--- config.mk ---
export PLATFORM = sky130hd
export DESIGN_NAME = tsac_top
export DESIGN_NICKNAME = d
export VERILOG_FILES = /design/src/verilog/tsac_pkg.sv /design/src/verilog/tsac_attr_mem.sv /design/src/verilog/tsac_top.sv
export SDC_FILE = /design/constraint.sdc
export NUM_CORES = 2
export LEC_CHECK = 0
export BUFFER_PORTS_ARGS = -buffer_cell sky130_fd_sc_hd__buf_4
export CAP_MARGIN = 10
export CORE_UTILIZATION = 60
export DETAILED_ROUTE_END_ITERATION = 6
export PLACE_DENSITY = 0.82
export SLEW_MARGIN = 40
export SYNTH_ARGS = -nofsm -noshare
export SYNTH_HDL_FRONTEND = slang
export SYNTH_SLANG_ARGS = --single-unit
--- constraint.sdc ---
create_clock -name CLK -period 5.4 [get_ports CLK]
set_input_delay 1.08 -clock CLK [delete_from_list [all_inputs] [get_ports CLK]]
set_output_delay 1.08 -clock CLK [all_outputs]
set_load 0.1 [all_outputs]
--- src/verilog/tsac_pkg.sv ---
// Constants, field layouts and carrier types of the timeslot attribute block.
// Assumes a single 20 MHz clock domain; every user writes tsac_pkg::name.
package tsac_pkg;

    // ****************************************************************
    // Frame geometry and slot addressing
    // ****************************************************************
    localparam int          SLOT_W       = 5;             // Output timeslot field, 0 to 31.
    localparam int          MUX_W        = 3;             // Output multiplex field, 0 to 7.
    localparam int          ADDR_W       = SLOT_W + MUX_W;
    localparam int          DEPTH        = 256;
    localparam logic [2:0]  GCI_MUX_A    = 3'h4;          // First GCI multiplex (fourth pair).
    localparam logic [2:0]  GCI_MUX_B    = 3'h5;          // Second GCI multiplex (fifth pair).
    localparam logic [1:0]  MODE_16K     = 2'h2;          // Mode bits hi=1, lo=0.

    // ****************************************************************
    // Wishbone register map (byte addresses)
    // ****************************************************************
    localparam logic [3:0]  REG_CM_ADDR  = 4'h0;
    localparam logic [3:0]  REG_CM_DATA  = 4'h4;
    localparam logic [3:0]  REG_STATUS   = 4'h8;
    localparam logic [3:0]  REG_CTRL     = 4'hC;
    localparam logic [1:0]  CTRL_RST_VAL = 2'h0;
    localparam int          CTRL_ENABLE  = 0;
    localparam int          CTRL_CLR_ERR = 1;

    // ****************************************************************
    // Scrambler and pseudo-random sequence constants
    // ****************************************************************
    localparam int          SCR_LEN      = 23;            // Taps at 18 and 23 (x^-18 + x^-23).
    localparam int          SCR_TAP_A    = 17;
    localparam int          SCR_TAP_B    = 22;
    localparam int          PRS_LEN      = 15;            // Sequence x^15 + x^14 + 1.
    localparam int          PRS_TAP_A    = 13;
    localparam int          PRS_TAP_B    = 14;
    localparam logic [14:0] PRS_SEED     = 15'h7FFF;
    localparam logic [22:0] SCR_SEED     = 23'h00_0000;
    localparam logic [15:0] ERR_RST_VAL  = 16'h0000;

    // ****************************************************************
    // Carrier types
    // ****************************************************************
    typedef struct packed {
        logic       switch_mode_hi;
        logic       switch_mode_lo;
        logic       source_slot_bit3;
        logic       source_slot_bit2;
        logic       source_slot_bit1;
        logic       source_slot_bit0;
        logic       prs_generator_enable;
        logic       analyzer_input_select;
        logic       prs_analyzer_enable;
        logic       sync_pulse_attr;
        logic       scramble_attr;
    } tsac_attr_type;

    localparam int ATTR_W = $bits(tsac_attr_type);

    typedef struct packed {
        logic [MUX_W-1:0]  output_mux_index;
        logic [SLOT_W-1:0] output_slot_index;
    } tsac_dest_type;

endpackage : tsac_pkg

--- src/verilog/tsac_attr_mem.sv ---
// Connection memory attribute store: one write port, one read port.
// Assumes both ports share CLK; read data come out of a register one cycle later.
module tsac_attr_mem
(
    input  wire logic                          CLK,
    input  wire logic                          CE,
    input  wire logic                          WR_EN,
    input  wire logic [tsac_pkg::ADDR_W-1:0]   WR_ADDR,
    input  wire tsac_pkg::tsac_attr_type       WR_DATA,
    input  wire logic [tsac_pkg::ADDR_W-1:0]   RD_ADDR,
    output tsac_pkg::tsac_attr_type            RD_DATA
);

    // ****************************************************************
    // Storage
    // ****************************************************************
    tsac_pkg::tsac_attr_type mem [tsac_pkg::DEPTH];
    tsac_pkg::tsac_attr_type rd_data_ff;

    // Write and registered read; no reset, contents are set by software.
    always_ff @(posedge CLK)
    begin
        if (CE)
        begin
            if (WR_EN)
            begin
                mem[WR_ADDR] <= WR_DATA;
            end
            rd_data_ff <= mem[RD_ADDR];
        end
    end

    assign RD_DATA = rd_data_ff;

endmodule : tsac_attr_mem

--- src/verilog/tsac_top.sv ---
// Timeslot attribute control: per output timeslot attributes of the switching matrix.
// Assumes frame sync and bit clock arrive as pins; matrix data are on the CLK domain.
//
// Overview of operation
// - 16k mode picks four GCI channels, mux four/five.
// - Upstream pack: first channel in bits 7/8.
// - Packed byte goes to destination slot and mux.
// - Downstream takes same-numbered input slot to GCI.
// - Downstream bits 7/8 feed first chosen channel.
// - Analyzer runs only in slots with enable set.
// - Analyzer input: data memory, or generator test.
// - Sync pin follows attribute during its bit time.
// - Slot zero mux zero: first frame bit.
// - Scramble after matrix only where attribute set.
// - Non-GCI multiplexes get the V.29 scrambler.
// - GCI multiplexes get the V.29 descrambler.
// - Attribute zero passes slot data unchanged.
// - Destination: five-bit slot, three-bit multiplex.
module tsac_top
(
    input  wire logic                          CLK,
    input  wire logic                          RST,
    input  wire logic                          CE,
    // Classic Wishbone slave.
    input  wire logic                          WB_CYC_I,
    input  wire logic                          WB_STB_I,
    input  wire logic                          WB_WE_I,
    input  wire logic [3:0]                    WB_ADR_I,
    input  wire logic [3:0]                    WB_SEL_I,
    input  wire logic [31:0]                   WB_DAT_I,
    output logic      [31:0]                   WB_DAT_O,
    output logic                               WB_ACK_O,
    // Frame timing pins.
    input  wire logic                          FRAME_SYNC,
    input  wire logic                          BIT_CLK,
    // Matrix side, same clock domain.
    input  wire logic [7:0]                    SLOT_IN_DATA,
    output tsac_pkg::tsac_dest_type            SLOT_ADDR,
    output logic      [7:0]                    SLOT_OUT_DATA,
    output logic                               SLOT_OUT_VALID,
    // GCI D channels, two bits per channel, eight channels per multiplex.
    input  wire logic [15:0]                   SERIAL_IN_FOUR,
    input  wire logic [15:0]                   SERIAL_IN_FIVE,
    output logic      [15:0]                   SERIAL_OUT_FOUR,
    output logic      [15:0]                   SERIAL_OUT_FIVE,
    // Programmable sync pin and analyzer status.
    output logic                               PROGRAMMABLE_SYNC_PIN,
    output logic                               PRS_ANALYZER_ACTIVE
);

    // ****************************************************************
    // Functions
    // ****************************************************************

    // One byte through the V.29 scrambler (desc=0) or descrambler (desc=1), MSB first.
    function automatic logic [30:0] v29_byte(input logic [22:0] st, input logic [7:0] din, input logic desc);
        logic [22:0] s;
        logic [7:0]  d;
        logic        o;
        s = st;
        d = 8'h00;
        for (int i = 7; i >= 0; i--)
        begin
            o    = din[i] ^ s[tsac_pkg::SCR_TAP_A] ^ s[tsac_pkg::SCR_TAP_B];
            d[i] = o;
            s    = {s[21:0], desc ? din[i] : o};
        end
        return {s, d};
    endfunction : v29_byte

    // Advance the pseudo-random register by eight bits; returns state and byte.
    function automatic logic [22:0] prs_byte(input logic [14:0] st);
        logic [14:0] s;
        logic [7:0]  d;
        logic        b;
        s = st;
        d = 8'h00;
        for (int i = 7; i >= 0; i--)
        begin
            b    = s[tsac_pkg::PRS_TAP_A] ^ s[tsac_pkg::PRS_TAP_B];
            d[i] = b;
            s    = {s[13:0], b};
        end
        return {s, d};
    endfunction : prs_byte

    // ****************************************************************
    // Pin synchronisers and bit strobe
    // ****************************************************************
    logic [2:0] bclk_sync_ff, nxt_bclk_sync;
    logic [1:0] fs_sync_ff,   nxt_fs_sync;
    logic       bit_strobe;

    // Three flops for the bit clock, two for frame sync; the edge detector reads only the second and third stages.
    always_comb
    begin
        nxt_bclk_sync = {bclk_sync_ff[1:0], BIT_CLK};
        nxt_fs_sync   = {fs_sync_ff[0], FRAME_SYNC};
    end

    always_ff @(posedge CLK)
    begin
        if (RST)
        begin
            bclk_sync_ff <= 3'h0;
            fs_sync_ff   <= 2'h0;
        end
        else if (CE)
        begin
            bclk_sync_ff <= nxt_bclk_sync;
            fs_sync_ff   <= nxt_fs_sync;
        end
    end

    assign bit_strobe = bclk_sync_ff[1] & ~bclk_sync_ff[2];

    // ****************************************************************
    // Wishbone register file
    // ****************************************************************
    logic [tsac_pkg::ADDR_W-1:0] cm_addr_ff, nxt_cm_addr;
    tsac_pkg::tsac_attr_type     cm_data_ff, nxt_cm_data;
    logic [1:0]                  ctrl_ff,    nxt_ctrl;
    logic                        ack_ff,     nxt_ack;
    logic [31:0]                 rdat_ff,    nxt_rdat;
    logic                        mem_we;
    logic [15:0]                 err_cnt_ff;
    logic                        bus_req;

    assign bus_req = WB_CYC_I & WB_STB_I & ~ack_ff;

    // One wait state: ack rises the cycle after the request and drops the next.
    // A write to the data register also launches the connection memory write.
    always_comb
    begin
        nxt_cm_addr = cm_addr_ff;
        nxt_cm_data = cm_data_ff;
        nxt_ctrl    = ctrl_ff;
        nxt_ack     = bus_req;
        nxt_rdat    = 32'h0000_0000;
        mem_we      = 1'b0;
        nxt_ctrl[tsac_pkg::CTRL_CLR_ERR] = 1'b0;
        if (bus_req & WB_WE_I & WB_SEL_I[0])
        begin
            unique case (WB_ADR_I)
                tsac_pkg::REG_CM_ADDR: nxt_cm_addr = WB_DAT_I[tsac_pkg::ADDR_W-1:0];
                tsac_pkg::REG_CM_DATA:
                begin
                    nxt_cm_data = tsac_pkg::tsac_attr_type'(WB_DAT_I[tsac_pkg::ATTR_W-1:0]);
                    mem_we      = 1'b1;
                end
                tsac_pkg::REG_CTRL:    nxt_ctrl = WB_DAT_I[1:0];
                default:               nxt_ctrl = nxt_ctrl;
            endcase
        end
        else if (bus_req & ~WB_WE_I)
        begin
            unique case (WB_ADR_I)
                tsac_pkg::REG_CM_ADDR: nxt_rdat = {24'h00_0000, cm_addr_ff};
                tsac_pkg::REG_CM_DATA: nxt_rdat = {21'h00_0000, cm_data_ff};
                tsac_pkg::REG_STATUS:  nxt_rdat = {16'h0000, err_cnt_ff};
                tsac_pkg::REG_CTRL:    nxt_rdat = {30'h0000_0000, ctrl_ff};
                default:               nxt_rdat = 32'h0000_0000;
            endcase
        end
    end

    always_ff @(posedge CLK)
    begin
        if (RST)
        begin
            cm_addr_ff <= '0;
            cm_data_ff <= '0;
            ctrl_ff    <= tsac_pkg::CTRL_RST_VAL;
            ack_ff     <= 1'b0;
            rdat_ff    <= 32'h0000_0000;
        end
        else if (CE)
        begin
            cm_addr_ff <= nxt_cm_addr;
            cm_data_ff <= nxt_cm_data;
            ctrl_ff    <= nxt_ctrl;
            ack_ff     <= nxt_ack;
            rdat_ff    <= nxt_rdat;
        end
    end

    assign WB_ACK_O = ack_ff;
    assign WB_DAT_O = rdat_ff;

    // ****************************************************************
    // Frame position and attribute fetch
    // ****************************************************************
    logic [4:0]              slot_ff, nxt_slot;
    logic [2:0]              bitn_ff, nxt_bitn;
    logic [1:0]              fetch_ff, nxt_fetch;
    tsac_pkg::tsac_dest_type dest_ff, nxt_dest;
    tsac_pkg::tsac_attr_type attr;

    // Bit q of slot y addresses the entry of output slot y on multiplex q, so every entry
    // is fetched once a frame and software writes show at the entry's next fetch, within one frame.
    always_comb
    begin
        nxt_slot  = slot_ff;
        nxt_bitn  = bitn_ff;
        nxt_fetch = {fetch_ff[0], 1'b0};  // Second stage waits for the registered memory read.
        nxt_dest  = dest_ff;
        if (bit_strobe)
        begin
            if (fs_sync_ff[1])
            begin
                nxt_slot = 5'h00;
                nxt_bitn = 3'h0;
            end
            else
            begin
                nxt_bitn = bitn_ff + 3'h1;
                nxt_slot = (bitn_ff == 3'h7) ? slot_ff + 5'h01 : slot_ff;
            end
            nxt_fetch[0] = ctrl_ff[tsac_pkg::CTRL_ENABLE];
            nxt_dest  = '{output_mux_index: nxt_bitn, output_slot_index: nxt_slot};
        end
    end

    always_ff @(posedge CLK)
    begin
        if (RST)
        begin
            slot_ff  <= 5'h00;
            bitn_ff  <= 3'h0;
            fetch_ff <= 2'h0;
            dest_ff  <= '0;
        end
        else if (CE)
        begin
            slot_ff  <= nxt_slot;
            bitn_ff  <= nxt_bitn;
            fetch_ff <= nxt_fetch;
            dest_ff  <= nxt_dest;
        end
    end

    tsac_attr_mem u_attr_mem
    (
        .CLK     (CLK),
        .CE      (CE),
        .WR_EN   (mem_we),
        .WR_ADDR (cm_addr_ff),
        .WR_DATA (nxt_cm_data),
        .RD_ADDR (dest_ff),
        .RD_DATA (attr)
    );

    assign SLOT_ADDR = dest_ff;

    // ****************************************************************
    // Slot processing: D-channel mapping, scrambling, analyzer, sync pin
    // ****************************************************************
    logic [7:0]  out_data_ff, nxt_out_data;
    logic        out_valid_ff, nxt_out_valid;
    logic [15:0] serial_out_four_ff, nxt_serial_out_four, serial_out_five_ff, nxt_serial_out_five;
    logic        sync_ff, nxt_sync, active_ff, nxt_active;
    logic [22:0] scr_ff, nxt_scr;
    logic [14:0] gen_ff, nxt_gen, ana_ff, nxt_ana;
    logic [15:0] nxt_err;
    logic        is_16k, is_gci, hi_half;
    logic [15:0] din_sel;
    logic [7:0]  packed_d, ana_in;
    logic [22:0] gen_step, ana_step;
    logic [30:0] scr_res;

    // The D channels occupy two bits each; channel n sits at bits 2n+1:2n of the bus.
    always_comb
    begin
        is_16k   = ({attr.switch_mode_hi, attr.switch_mode_lo} == tsac_pkg::MODE_16K)
                   & attr.source_slot_bit3;
        is_gci   = (dest_ff.output_mux_index == tsac_pkg::GCI_MUX_A) |
                   (dest_ff.output_mux_index == tsac_pkg::GCI_MUX_B);
        hi_half  = attr.source_slot_bit0;
        din_sel  = attr.source_slot_bit1 ? SERIAL_IN_FIVE : SERIAL_IN_FOUR;
        packed_d = hi_half ? {din_sel[9:8], din_sel[11:10], din_sel[13:12], din_sel[15:14]}
                           : {din_sel[1:0], din_sel[3:2],   din_sel[5:4],   din_sel[7:6]};
        gen_step = prs_byte(gen_ff);
        ana_in   = attr.analyzer_input_select ? gen_step[7:0] : SLOT_IN_DATA;
        ana_step = prs_byte(ana_ff);
        scr_res  = v29_byte(scr_ff, is_16k ? packed_d : SLOT_IN_DATA, is_gci);
        nxt_out_data  = out_data_ff;
        nxt_out_valid = 1'b0;
        nxt_serial_out_four     = serial_out_four_ff;
        nxt_serial_out_five     = serial_out_five_ff;
        nxt_sync      = sync_ff;
        nxt_active    = active_ff;
        nxt_scr       = scr_ff;
        nxt_gen       = gen_ff;
        nxt_ana       = ana_ff;
        nxt_err       = err_cnt_ff;
        if (fetch_ff[1])
        begin
            nxt_sync      = attr.sync_pulse_attr;
            nxt_out_valid = 1'b1;
            if (attr.scramble_attr)
            begin
                nxt_out_data = scr_res[7:0];
                nxt_scr      = scr_res[30:8];
            end
            else
            begin
                nxt_out_data = is_16k ? packed_d : SLOT_IN_DATA;
            end
            if (is_16k)
            begin
                // Same-numbered input slot, bits 7/8 to the first chosen channel.
                if (attr.source_slot_bit1)
                begin
                    if (hi_half) nxt_serial_out_five[15:8] = {SLOT_IN_DATA[1:0], SLOT_IN_DATA[3:2],
                                                    SLOT_IN_DATA[5:4], SLOT_IN_DATA[7:6]};
                    else         nxt_serial_out_five[7:0]  = {SLOT_IN_DATA[1:0], SLOT_IN_DATA[3:2],
                                                    SLOT_IN_DATA[5:4], SLOT_IN_DATA[7:6]};
                end
                else
                begin
                    if (hi_half) nxt_serial_out_four[15:8] = {SLOT_IN_DATA[1:0], SLOT_IN_DATA[3:2],
                                                    SLOT_IN_DATA[5:4], SLOT_IN_DATA[7:6]};
                    else         nxt_serial_out_four[7:0]  = {SLOT_IN_DATA[1:0], SLOT_IN_DATA[3:2],
                                                    SLOT_IN_DATA[5:4], SLOT_IN_DATA[7:6]};
                end
            end
            if (attr.prs_generator_enable)
            begin
                nxt_gen = gen_step[22:8];
            end
            // Input select high without the generator leaves the analyzer with no source.
            nxt_active = attr.prs_analyzer_enable &
                         (~attr.analyzer_input_select | attr.prs_generator_enable);
            if (nxt_active)
            begin
                nxt_ana = ana_step[22:8];
                if ((ana_in != ana_step[7:0]) && (err_cnt_ff != 16'hFFFF))
                begin
                    nxt_err = err_cnt_ff + 16'h0001;
                end
            end
        end
        if (ctrl_ff[tsac_pkg::CTRL_CLR_ERR])
        begin
            nxt_err = tsac_pkg::ERR_RST_VAL;
        end
    end

    always_ff @(posedge CLK)
    begin
        if (RST)
        begin
            out_data_ff  <= 8'h00;
            out_valid_ff <= 1'b0;
            serial_out_four_ff     <= 16'h0000;
            serial_out_five_ff     <= 16'h0000;
            sync_ff      <= 1'b0;
            active_ff    <= 1'b0;
            scr_ff       <= tsac_pkg::SCR_SEED;
            gen_ff       <= tsac_pkg::PRS_SEED;
            ana_ff       <= tsac_pkg::PRS_SEED;
            err_cnt_ff   <= tsac_pkg::ERR_RST_VAL;
        end
        else if (CE)
        begin
            out_data_ff  <= nxt_out_data;
            out_valid_ff <= nxt_out_valid;
            serial_out_four_ff     <= nxt_serial_out_four;
            serial_out_five_ff     <= nxt_serial_out_five;
            sync_ff      <= nxt_sync;
            active_ff    <= nxt_active;
            scr_ff       <= nxt_scr;
            gen_ff       <= nxt_gen;
            ana_ff       <= nxt_ana;
            err_cnt_ff   <= nxt_err;
        end
    end

    assign SLOT_OUT_DATA         = out_data_ff;
    assign SLOT_OUT_VALID        = out_valid_ff;
    assign SERIAL_OUT_FOUR       = serial_out_four_ff;
    assign SERIAL_OUT_FIVE       = serial_out_five_ff;
    assign PROGRAMMABLE_SYNC_PIN = sync_ff;
    assign PRS_ANALYZER_ACTIVE   = active_ff;

endmodule : tsac_top

==> impl_metrics.yaml <==
critical_path:
  critPathArrivalTime_ns: 5.27
  critPathCaptureType: "register"
  crit_fanout: 26
  required_ns: 6.10
  criticalPathCategory: "reg2reg"
  r2r_cells: 8
  worst_setup_path_start_kind: "register"
die:
  row_count: 154
  die_h_um: 424
  core_area_mm2: 0.176
  dieArea_mm2: 0.180
  die_w_um: 424
  ios: 172
  start_util_pct: 60.6
finish:
  fin_util_pct: 68.6
  seq_area_mm2: 0.0805
  instances_no_fill: 8432
  nets: 5981
  drive_gt1_share_pct: 26.2
  multi_input_area_mm2: 0.0250
  fillCellCount: 10100
  synthToLayoutAreaGrowth_pct: 13.2
sta:
  hold_violations: 0
  finClkSkew_ns: 0.0571
  rsz0062_at_grt: "no"
  max-slew-margin-rel_pct: 30.5
  layout_setup_ws_ns: 0.836
  worst_pin_slew_ns: 1.04
  final.period_utilization_pct: 84.5
  maxSlewViolCount: 0
  setup_viol: 0
  tns_ns: 0
  fin_worst_hold_slack_ns: 0.422
  min_period_ns: 4.56
  timing.fmax_ghz: 0.219
grt:
  grt_pass1_vias: 59400
  grt_antenna_before_repair: 5
  grt_max_degree: 131
  grt_usage_pct: 33.5
  grt_pass1_wl_um: 424000
  grt_overflow: 0
status:
  violations: "DRC"
  outcome: "finished with violations"
power:
  p_int_mw: 33.8
  p_sw_mw: 8.69
  combinationalPowerShare_pct: 3.4
  peakVddDrop_v: 0.000326
  p_per_area_mw_per_mm2: 351
  swShare_pct: 20.4
  leakage_nw: 42.5
  power_frac_seq_pct: 53.9
  clock_power_share_pct: 42.7
clock_network:
  cts_tree: "done"
  htreeDepth: 5
  root_buffer: "clkbuf_16"
  clk_pin_slew_ns: 0.06
  cts_setup_buffers: 0
  cts_sinks: 2735
  cts_max_path_buffers: 4
  cts_made_buffers: 274
  clock_latency_ns: 0.92
  ctsHoldBuffers: 0
  cts_resized: 0
logic_synthesis:
  syn_inst: 5462
  synthTopCellsByArea: "edfxtp_1, mux4_2, dfxtp_1, mux2i_1, nor2_1"
  synth.most_common_cell: "edfxtp_1"
  synth-seq-cells: 2735
  synth_edf_count: 2570
  syn_area_per_cell_um2: 19.6
  ys.flop_type: "edfxtp_1"
  yosysUniqueCellTypes: 71
  yosys.area.top_type_share_pct: 72.2
  async_flop_share_pct: 0
  yosys-top-cells-count: "edfxtp_1, mux4_2, nor2_1"
  yosys.area.top_type: "edfxtp_1"
  ys_warn_count: 0
  syn_area_mm2: 0.107
  yosysSeqAreaShare_pct: 75.2
detailed_routing:
  vias_per_cell: 7.18
  route.vias.total: 60500
  wl_per_cell_um: 35.8
  antenna_left: 0
  routed_wl_um: 302000
  first_pass_iters: 7
  drc: 80
  drt_iter0_markers: 10300
run:
  cap_violations: 0
placement:
  portBuffers: 131
  dp_hpwl_um: 172000
  post-place-ws_ns: 1.19
  place.gp.congestion: 0.927
  place_inst: 7947
hold_path:
  hold_path.class: "in2reg"
  hold_depth: 3
==> logic make-up (layout without fill, tap and decap cells) <==
group / Yosys count / count (layout) / share of synthesized area, %
compound gates: 593 / 593 / 3.85
xor+xnor: 40 / 40 / 0.328
fa+ha+maj: 6 / 6 / 0.0702
buf+inv: 363 / 971 / 1.86
flops: 2735 / 2735 / 75.2
mux: 898 / 898 / 15.3
other cells: 1 / 23 / 0.00351
simple gates: 826 / 826 / 3.33
==> sequential cells by signal, summed over array words and instances, names as in the netlist, named ones only <==
name and count:
SERIAL_OUT_FIVE 16, fetch_ff 2, WB_ACK_O 1, fs_sync_ff 2, ctrl_ff 2, SLOT_OUT_VALID 1
gen_ff 15, bclk_sync_ff 3, SLOT_ADDR 8, cm_data_ff 10, cm_addr_ff 8, SERIAL_OUT_FOUR 16
u_attr_mem.RD_DATA 10, scr_ff 23, PROGRAMMABLE_SYNC_PIN 1, PRS_ANALYZER_ACTIVE 1, err_cnt_ff 16, SLOT_OUT_DATA 8
ana_ff 15, WB_DAT_O 16, u_attr_mem.mem 2560
==> layer usage <==
metal  vias to the layer above  track usage [%]  wire length [um]  part of all wire (%)
li1                      23100                -                 -                     -
met1                     30500             42.2             97600                    32
met2                      5630             50.3            138000                    46
met3                      1282             11.4             44200                    15
met4                         8             21.1             22200                   7.4
met5                         -                0                52                 0.017
==> through the flow <==
stage               power, mW  cell area, um2
detailed placement       24.8          113000
global route             43.3          121000
CTS                      42.5          121000
global placement         24.7          112000
finish                   42.5          121000
floorplan                24.4          107000
==> cells in the final DEF, fill, tap and decap left out, drive strengths merged, types with 12 or more instances in the layout <==
master,netlist,layout
a211o,22,22
a211oi,25,25
a21oi,139,139
a221oi,37,37
a22o,17,17
a22oi,107,107
a31oi,19,19
buf,192,484
bufinv,0,14
clkbuf,159,354
clkinv,3,101
conb,1,16
dfxtp,165,165
edfxtp,2570,2570
inv,9,12
mux2,28,28
mux2i,283,283
mux4,587,587
nand2,242,242
nand2b,15,15
nand3,65,65
nor2,377,377
nor2b,29,29
nor3,12,12
o211ai,22,22
o21ai,73,73
o221ai,57,57
o22ai,26,26
or2,13,13
or3,17,17
xor2,32,32
==> power by group through the flow <==
stage          Combinational, mW  Sequential (mW)  Clock, mW
2_1_floorplan               1.09             23.3          0
3_3_place_gp                1.39             23.4          0
3_5_place_dp                1.40             23.4          0
4_1_cts                     1.41             22.9       18.2
5_1_grt                     1.49             22.9       19.0
6_report                    1.44             22.9       18.2
==> area by class of cell <==
cell class	instances	share of cell area (%)
Sequential cell	2735	66.5
Multi-Input combinational cell	2379	20.7
Clock buffer	353	6.16
Timing Repair Buffer	485	3.45
Tap cell	2340	2.42
Clock inverter	121	0.760
Inverter	12	0.0382
Antenna cell	7	0.0145
==> worst paths after layout <==
check                                   from               endpoint  slack, ns
worst max register to register  SLOT_ADDR[3]  u_attr_mem.RD_DATA[3]       0.84
worst max-delay path            SLOT_ADDR[3]  u_attr_mem.RD_DATA[3]       0.84
worst min-delay path              FRAME_SYNC          fs_sync_ff[0]       0.42
worst min register to register     gen_ff[0]              gen_ff[8]       0.45
==> critical path, cell delays in order, from the launching register on <==
cell and delay [ns]:
dfxtp_4 0.75, clkinv_2 0.89, nor2_4 0.71, buf_12 0.36
a21oi_1 0.14, o21ai_0 0.28, nand2_1 0.17, a21oi_1 0.59
a32o_1 0.37
(Power assumes the default switching activity.)
